File: src/hdl/ctmc_pkg.sv
// package for the transceiver mode controller: modes, timing counts, port bundles
// Function
// - regulator output floats only in sleep
// - bus monitoring continues during sleep
// - bus dominant or wake edge exits sleep
// - wakeup drives regulator output high again
// - wakeup flag shown on fault and receive
// - standby and sleep terminate bus to ground
// - sleep only via held go-to-sleep command or core/io undervoltage
// - go-to-sleep command disables transmitter immediately
// - simultaneous wakeup beats go-to-sleep command
// - after undervoltage in sleep, ignore select pins
// - core or io undervoltage forces sleep unless battery undervoltage is also present
// - bus failure flag after fourth transmit release
// - listen-only shows power-on flag after low power
// - select encoding: 11 normal, 10 listen, 00 standby
// - listen-only ignores transmit, still receives
// - battery undervoltage forces standby
// - wake edge of either polarity, filtered
package ctmc_pkg;
	localparam int CLK_HZ = 20000000;
	localparam int SLEEP_HOLD_NS = 50000;
	localparam int WAKE_FILT_NS = 50000;
	localparam int DOM_MIN_NS = 4000;
	localparam int CLK_NS = 1000000000 / CLK_HZ;
	localparam int SLEEP_HOLD_CYC = SLEEP_HOLD_NS / CLK_NS;
	localparam int WAKE_FILT_CYC = WAKE_FILT_NS / CLK_NS;
	localparam int DOM_MIN_CYC = (DOM_MIN_NS + CLK_NS - 1) / CLK_NS;
	localparam int SEL_STABLE_CYC = 2;
	localparam int REL_COUNT = 4;
	localparam int CNT_W = 12;

	typedef enum logic [2:0] {
		CTMC_NORMAL = 3'h0,
		CTMC_LISTEN = 3'h1,
		CTMC_STANDBY = 3'h2,
		CTMC_GOSLEEP = 3'h3,
		CTMC_SLEEP = 3'h4
	} ctmc_mode_t;

	typedef struct packed {
		logic vcc_uv;
		logic vio_uv;
		logic vbat_uv;
	} ctmc_supply_t;

	typedef struct packed {
		logic bus_dominant;
		logic bus_rx;
		logic bus_fail;
		logic local_fail;
	} ctmc_bus_t;
endpackage

File: src/hdl/ctmc_mode_control.sv
// operating-mode, sleep and wakeup controller of the transceiver
`timescale 1ns/1ps
module ctmc_mode_control
	import ctmc_pkg::*;
#(
	parameter int HOLD_CYC = SLEEP_HOLD_CYC,
	parameter int FILT_CYC = WAKE_FILT_CYC
)(
	input wire logic clk_sys_i,
	input wire logic sys_rst_i,
	input wire logic mode_select_a_i,
	input wire logic mode_select_b_i,
	input wire logic txd_i,
	input wire logic wake_i,
	input wire ctmc_supply_t supply_i,
	input wire ctmc_bus_t bus_i,
	output logic tx_enable_o,
	output logic tx_data_o,
	output logic rxd_o,
	output logic fault_flag_out_o,
	output logic regulator_control_out_o,
	output logic regulator_control_oe_o,
	output logic bus_bias_half_o,
	output logic [2:0] mode_o
);
	ctmc_mode_t mode_r, mode_nxt;
	logic [1:0] sel_last_r, sel_last_nxt, sel_r, sel_nxt;
	logic [CNT_W-1:0] sel_cnt_r, sel_cnt_nxt, hold_r, hold_nxt, filt_r, filt_nxt;
	logic [CNT_W-1:0] dom_r, dom_nxt;
	logic [2:0] rel_r, rel_nxt;
	logic wake_lvl_r, wake_lvl_nxt, wake_flag_r, wake_flag_nxt, lock_r, lock_nxt;
	logic pwon_r, pwon_nxt, txd_q_r, txd_q_nxt;
	logic tx_en_nxt, tx_d_nxt, rxd_nxt, fault_nxt, reg_nxt, bias_nxt;
	logic wake_ev, local_wake, core_uv;

	function automatic logic low_power(input ctmc_mode_t m);
		return (m == CTMC_STANDBY) || (m == CTMC_GOSLEEP) || (m == CTMC_SLEEP);
	endfunction

	always_comb
	begin
		core_uv = supply_i.vcc_uv | supply_i.vio_uv;
		sel_last_nxt = {mode_select_a_i, mode_select_b_i};
		sel_cnt_nxt = sel_cnt_r;
		sel_nxt = sel_r;
		// a select change must settle before the decoder reacts
		if (sel_last_nxt != sel_last_r)
			sel_cnt_nxt = '0;
		else if (sel_cnt_r < CNT_W'(SEL_STABLE_CYC))
			sel_cnt_nxt = sel_cnt_r + 1'b1;
		else
			sel_nxt = sel_last_r;
		// wake filter: new level must persist for the filter length
		wake_lvl_nxt = wake_lvl_r;
		filt_nxt = '0;
		local_wake = 1'b0;
		if (wake_i != wake_lvl_r)
		begin
			filt_nxt = filt_r + 1'b1;
			if (filt_r >= CNT_W'(FILT_CYC - 1))
			begin
				wake_lvl_nxt = wake_i;
				local_wake = 1'b1;
				filt_nxt = '0;
			end
		end
		// bus monitor stays active in every low-power mode
		wake_ev = low_power(mode_r) & (local_wake | bus_i.bus_dominant);
		mode_nxt = mode_r;
		lock_nxt = lock_r;
		hold_nxt = '0;
		if (supply_i.vbat_uv)
			mode_nxt = CTMC_STANDBY;
		else if (core_uv)
		begin
			mode_nxt = CTMC_SLEEP;
			lock_nxt = 1'b1;
		end
		else if (mode_r == CTMC_SLEEP && wake_ev)
			mode_nxt = CTMC_STANDBY;
		else if (mode_r == CTMC_SLEEP && lock_r)
			mode_nxt = CTMC_SLEEP;
		else
		begin
			case (sel_r)
				2'b11: mode_nxt = CTMC_NORMAL;
				2'b10: mode_nxt = CTMC_LISTEN;
				2'b00: mode_nxt = CTMC_STANDBY;
				2'b01:
				begin
					if (mode_r == CTMC_SLEEP)
						mode_nxt = CTMC_SLEEP;
					else if (wake_ev)
						mode_nxt = CTMC_GOSLEEP;
					else
					begin
						mode_nxt = CTMC_GOSLEEP;
						hold_nxt = hold_r + 1'b1;
						if (hold_r >= CNT_W'(HOLD_CYC))
							mode_nxt = CTMC_SLEEP;
					end
				end
				default: mode_nxt = CTMC_STANDBY;
			endcase
		end
		if (mode_nxt != CTMC_SLEEP)
			lock_nxt = lock_nxt & (mode_nxt == CTMC_SLEEP) | 1'b0;
		if (mode_nxt == CTMC_SLEEP && core_uv)
			lock_nxt = 1'b1;
		// wakeup flag: set wins over the clear on normal entry
		wake_flag_nxt = wake_flag_r;
		if (mode_nxt == CTMC_NORMAL && mode_r != CTMC_NORMAL)
			wake_flag_nxt = 1'b0;
		if (wake_ev)
			wake_flag_nxt = 1'b1;
		pwon_nxt = (mode_nxt == CTMC_LISTEN) ? (mode_r == CTMC_LISTEN ? pwon_r
			: low_power(mode_r)) : 1'b0;
		// count transmit releases after normal entry, dominant periods timed
		txd_q_nxt = txd_i;
		dom_nxt = (!txd_i && dom_r != '1) ? dom_r + 1'b1 : (txd_i ? '0 : dom_r);
		rel_nxt = rel_r;
		if (mode_r != CTMC_NORMAL)
			rel_nxt = '0;
		else if (txd_i && !txd_q_r && dom_r >= CNT_W'(DOM_MIN_CYC) && rel_r < 3'(REL_COUNT))
			rel_nxt = rel_r + 1'b1;
		tx_en_nxt = (mode_nxt == CTMC_NORMAL);
		tx_d_nxt = tx_en_nxt ? txd_i : 1'b1;
		bias_nxt = (mode_nxt == CTMC_NORMAL) || (mode_nxt == CTMC_LISTEN);
		reg_nxt = (mode_nxt != CTMC_SLEEP);
		case (mode_nxt)
			CTMC_NORMAL:
			begin
				rxd_nxt = bus_i.bus_rx;
				fault_nxt = (rel_nxt >= 3'(REL_COUNT)) ? ~bus_i.bus_fail : 1'b1;
			end
			CTMC_LISTEN:
			begin
				rxd_nxt = bus_i.bus_rx;
				fault_nxt = pwon_nxt ? 1'b0 : ~bus_i.local_fail;
			end
			default:
			begin
				rxd_nxt = ~wake_flag_nxt;
				fault_nxt = ~wake_flag_nxt;
			end
		endcase
	end

	always_ff @(posedge clk_sys_i)
	begin
		if (sys_rst_i)
		begin
			mode_r <= CTMC_STANDBY;
			sel_last_r <= 2'h0;
			sel_r <= 2'h0;
			sel_cnt_r <= '0;
			hold_r <= '0;
			filt_r <= '0;
			dom_r <= '0;
			rel_r <= 3'h0;
			// start from the pin level so a pulled-up wake input gives no false edge
			wake_lvl_r <= wake_i;
			wake_flag_r <= 1'b0;
			lock_r <= 1'b0;
			pwon_r <= 1'b0;
			txd_q_r <= 1'b1;
			tx_enable_o <= 1'b0;
			tx_data_o <= 1'b1;
			rxd_o <= 1'b1;
			fault_flag_out_o <= 1'b1;
			regulator_control_out_o <= 1'b1;
			regulator_control_oe_o <= 1'b1;
			bus_bias_half_o <= 1'b0;
			mode_o <= CTMC_STANDBY;
		end
		else
		begin
			mode_r <= mode_nxt;
			sel_last_r <= sel_last_nxt;
			sel_r <= sel_nxt;
			sel_cnt_r <= sel_cnt_nxt;
			hold_r <= hold_nxt;
			filt_r <= filt_nxt;
			dom_r <= dom_nxt;
			rel_r <= rel_nxt;
			wake_lvl_r <= wake_lvl_nxt;
			wake_flag_r <= wake_flag_nxt;
			lock_r <= lock_nxt;
			pwon_r <= pwon_nxt;
			txd_q_r <= txd_q_nxt;
			tx_enable_o <= tx_en_nxt;
			tx_data_o <= tx_d_nxt;
			rxd_o <= rxd_nxt;
			fault_flag_out_o <= fault_nxt;
			regulator_control_out_o <= reg_nxt;
			regulator_control_oe_o <= reg_nxt;
			bus_bias_half_o <= bias_nxt;
			mode_o <= mode_nxt;
		end
	end

	chk_sleep_floats_reg: assert property (@(posedge clk_sys_i) disable iff (sys_rst_i)
		(mode_r == CTMC_SLEEP) |-> !regulator_control_oe_o)
		else $error("regulator output driven in sleep");
	chk_wake_leaves_sleep: assert property (@(posedge clk_sys_i) disable iff (sys_rst_i)
		(mode_r == CTMC_SLEEP && bus_i.bus_dominant && !supply_i.vbat_uv && !core_uv)
		|=> (mode_r == CTMC_STANDBY && regulator_control_oe_o))
		else $error("bus wakeup did not leave sleep");
	chk_wake_flag_pins: assert property (@(posedge clk_sys_i) disable iff (sys_rst_i)
		(wake_ev && mode_nxt != CTMC_NORMAL && mode_nxt != CTMC_LISTEN)
		|=> (!rxd_o && !fault_flag_out_o))
		else $error("wakeup flag not shown");
	chk_sleep_bus_ground: assert property (@(posedge clk_sys_i) disable iff (sys_rst_i)
		(mode_r == CTMC_SLEEP || mode_r == CTMC_STANDBY) |-> !bus_bias_half_o)
		else $error("bus biased in low power");
	chk_gosleep_tx_off: assert property (@(posedge clk_sys_i) disable iff (sys_rst_i)
		(mode_r == CTMC_GOSLEEP) |-> !tx_enable_o)
		else $error("transmitter on during sleep command");
	chk_sleep_needs_hold: assert property (@(posedge clk_sys_i) disable iff (sys_rst_i)
		(mode_r != CTMC_SLEEP && mode_nxt == CTMC_SLEEP && !core_uv)
		|-> (hold_r >= CNT_W'(HOLD_CYC)))
		else $error("sleep entered early");
	chk_uv_locks_sleep: assert property (@(posedge clk_sys_i) disable iff (sys_rst_i)
		(core_uv && !supply_i.vbat_uv) |=> (mode_r == CTMC_SLEEP && lock_r))
		else $error("undervoltage did not force sleep");
	chk_vbat_standby: assert property (@(posedge clk_sys_i) disable iff (sys_rst_i)
		supply_i.vbat_uv |=> (mode_r == CTMC_STANDBY))
		else $error("battery undervoltage not standby");
	chk_listen_no_tx: assert property (@(posedge clk_sys_i) disable iff (sys_rst_i)
		(mode_r == CTMC_LISTEN) |-> tx_data_o)
		else $error("transmit passed in listen-only");
	cov_go_sleep: cover property (@(posedge clk_sys_i) mode_r == CTMC_GOSLEEP ##1
		mode_r == CTMC_SLEEP);
	cov_wake_up: cover property (@(posedge clk_sys_i) mode_r == CTMC_SLEEP ##1
		mode_r == CTMC_STANDBY);
	cov_normal_fault: cover property (@(posedge clk_sys_i) mode_r == CTMC_NORMAL &&
		rel_r == 3'(REL_COUNT));
endmodule // ctmc_mode_control

File: config.mk
export PLATFORM = sky130hd
export DESIGN_NAME = ctmc_mode_control
export DESIGN_NICKNAME = d
export VERILOG_FILES = /design/src/hdl/ctmc_pkg.sv /design/src/hdl/ctmc_mode_control.sv
export SDC_FILE = /design/constraint.sdc
export NUM_CORES = 1
export LEC_CHECK = 0
export CORE_ASPECT_RATIO = 0.8
export CORE_MARGIN = 1.5
export CORE_UTILIZATION = 41
export DETAILED_ROUTE_END_ITERATION = 7
export DONT_BUFFER_PORTS = 1
export GPL_ROUTABILITY_DRIVEN = 0
export GPL_TIMING_DRIVEN = 0
export MAX_ROUTING_LAYER = met4
export PLACE_DENSITY = 0.53
export REMOVE_ABC_BUFFERS = 1
export SLEW_MARGIN = 20
export SYNTH_ARGS = -nofsm -noshare
export SYNTH_HDL_FRONTEND = slang
export SYNTH_SLANG_ARGS = --single-unit
File: constraint.sdc
create_clock -name clk_sys_i -period 2.3 [get_ports clk_sys_i]
set_input_delay 0.23 -clock clk_sys_i [delete_from_list [all_inputs] [get_ports clk_sys_i]]
set_output_delay 0.23 -clock clk_sys_i [all_outputs]
set_load 0.02 [all_outputs]
==> flow_summary.json <==
{
  "worst-path-max-fanout": 7,
  "ioPinCount": 23,
  "dpl_cell_area_mm2": 0.00298,
  "finClkSkew_ns": 0.00796,
  "irDropWorstVdd_uv": 323,
  "synth-simple-area-share_pct": 24.8,
  "arrival_ns": 2.39,
  "cts_buffers": 9,
  "ys_seq_area_share_pct": 48.0,
  "crit_required_ns": 2.54,
  "rows": 27,
  "final_util_pct": 47.9,
  "r2r_setup_slack_ns": 0.16,
  "finalCritPeriodShare_pct": 93.2,
  "drc": 0,
  "grt_pass1_vias": 1979,
  "grt_antenna_before_repair": 0,
  "ys.flop_type": "dfxtp_1",
  "worstMarginPinSlew_ns": 0.900,
  "synth.avg_cell_area_um2": 9.33,
  "insertion_delay_ns": 0.34,
  "vias": 2094,
  "setup_viol": 0,
  "die_area_mm2": 0.00759,
  "drtIter0Drc": 46,
  "synthAdderAreaFrac_pct": 3.02,
  "power_density_mw_per_mm2": 705,
  "max_slew_margin_pct": 39.6,
  "overflow": 0,
  "nets": 343,
  "criticalPathCategory": "register to register",
  "cts.clk_slew.worst_paths_ns": 0.07,
  "syn_inst": 311,
  "maxCapViolations": 0,
  "crit_path_start_kind": "register",
  "fin_setup_tns_ns": 0,
  "clock.fmax_mhz": 467,
  "ctsHtreeMaxLevel": 3,
  "hpwlAfterDp_um": 3660,
  "period_needed_ns": 2.14,
  "synth_xor_area_share_pct": 8.71,
  "end_kind": "register",
  "hold_viol_final": 0,
  "fp.coreArea_mm2": 0.00686,
  "final_cell_count_no_fill": 415,
  "hold_class": "input pin to register",
  "routed_wl_um": 5300,
  "wl_per_cell_um": 12.8,
  "antenna_cells": 0,
  "netlist_area_mm2": 0.00290,
  "ys_async_sr_fraction_pct": 0,
  "yosysWarnings": 0,
  "leakage_nw": 1.22,
  "status": "finished, final reports clean",
  "synthMuxAreaShare_pct": 1.04,
  "grt_usage_pct": 15.5,
  "ant_nets": 0,
  "grt_max_degree": 15,
  "io_buffers": 0,
  "ys_types": 52,
  "ys_ff_latch": 69,
  "cts_root_buf": "clkbuf_8",
  "drive_gt1_share_pct": 10.1,
  "finalInstanceArea_mm2": 0.00328,
  "synth-edff-count": 1,
  "rsz0062_at_grt": "false",
  "cts_tree": "built",
  "dr.pass1.iters": 4,
  "grt_pass1_wl_um": 9200,
  "die_h_um": 78.2,
  "post-place-cells": 391,
  "synth_top_family_by_area": "simple AND/OR/NAND/NOR gates",
  "final_max_slew_viol_count": 0,
  "start_util_pct": 42.3,
  "max-clock-path-buffers": 2,
  "dieWidth_um": 97.0,
  "clock-sinks": 69,
  "syn2layout_area_growth_pct": 13.2,
  "synth_compound_area_share_pct": 11.4,
  "avgViaCountPerCell": 5.05
}
## power breakdown
part / internal [mW] / leakage [nW] / switching [mW] / total (mW)
combinational: 0.0440 / 0.566 / 0.0506 / 0.0946
clock: 0.526 / 0.0943 / 0.453 / 0.979
sequential: 1.22 / 0.562 / 0.0251 / 1.24
## stage by stage
stage / hold WS [ns] / setup WS, ns / total power [mW]
2_1_floorplan: 0.299 / 0.326 / 1.33
3_3_place_gp: 0.303 / -0.00627 / 1.35
3_5_place_dp: 0.305 / 0.00308 / 1.35
4_1_cts: 0.00700 / 0.0639 / 2.35
5_1_grt: 0.0238 / 0.0118 / 2.43
6_report: 0.0212 / 0.157 / 2.32
## layout make-up
cell class	instances	area [um2]
fillers	652	3570
well taps	87	109
clock inverters	6	62.6
inverters	13	48.8
repair buffers	8	75.1
flip-flops and latches	69	1390
multi-input cells	222	1460
clock buffers	10	138
## worst max-delay path: stages, from the launching register on
cell and delay, ns:
dfxtp_1 0.32, ha_1 0.27, a211oi_4 0.28, nor4_2 0.08, o41a_1 0.42, o31ai_4 0.34, nor2_2 0.08, o311ai_2 0.26
## cells in the final DEF (no fill, tap or decap), drive strengths merged, types with 2 or more instances in the layout
master,count
and4,3
nand2,14
and2,14
o21bai,2
dfxtp,68
o21ai,2
clkinvlp,3
xnor2,12
nor4,3
nor2b,8
a21oi,12
mux2i,3
o311ai,3
a211o,2
nand2b,2
or4,4
nor3,10
a31oi,3
nor2,49
clkinv,2
clkbuf,10
dlygate4sd3,6
nand4,3
conb,2
buf,2
o22a,2
o31ai,5
nand3,16
ha,7
xor2,16
o21a,4
inv,13
a211oi,2
and3,6
or3,4
## registers in the layout, indices dropped and copies added (netlist names)
signal	count
dom_r	12
filt_r	12
hold_r	12
sel_cnt_r	12
mode_r	3
rel_r	3
sel_last_r	2
sel_r	2
bus_bias_half_o	1
fault_flag_out_o	1
lock_r	1
pwon_r	1
regulator_control_oe_o	1
rxd_o	1
tx_data_o	1
tx_enable_o	1
txd_q_r	1
wake_flag_r	1
wake_lvl_r	1
## metal layers
metal / vias to the layer above / track usage [%] / wire length, um
met4: 0 / 3.62 / 39
li1: 1090 / - / -
met3: 4 / 6.14 / 248
met1: 960 / 20.4 / 2840
met5: - / - / 0
met2: 40 / 22.4 / 2170
## final timing paths
check | from | end | depth (start not counted)
hold / removal | supply_i[2] | lock_r | 2
hold reg to reg | filt_r[0] | filt_r[0] | 1
setup reg to reg | filt_r[0] | fault_flag_out_o | 7
setup / recovery | filt_r[0] | fault_flag_out_o | 7
## timing repair
item                                    in CTS  in global routing
hold endpoints to repair                    11                  0
endpoints found under the setup margin       1                  4
gates resized for setup                      2                  5
pin swaps                                    0                  2
hold buffers                                 6                  0
setup buffers                                0                  2
## logic make-up after synthesis
group | after synthesis
multiplexers | 3
other | 1
XOR/XNOR | 28
flip-flops | 69
buffers and inverters | 21
AND/OR/NAND/NOR | 139
adder cells (fa/ha/maj) | 7
AO/OA/AOI/OAI | 43
## synthesized netlist by cell type, drive strengths merged (7+ instances only)
library cell   n  area, um2
nor2b          8       50.1
xor2          16        140
a21oi         12       60.1
dfxtp         68       1360
nand3         16       85.1
and2          14       87.6
inv           13       48.8
nor3          10       50.1
xnor2         12        113
nor2          49        186
nand2         14       52.6
ha             7       87.6
Power figures use the tool's default switching activity.
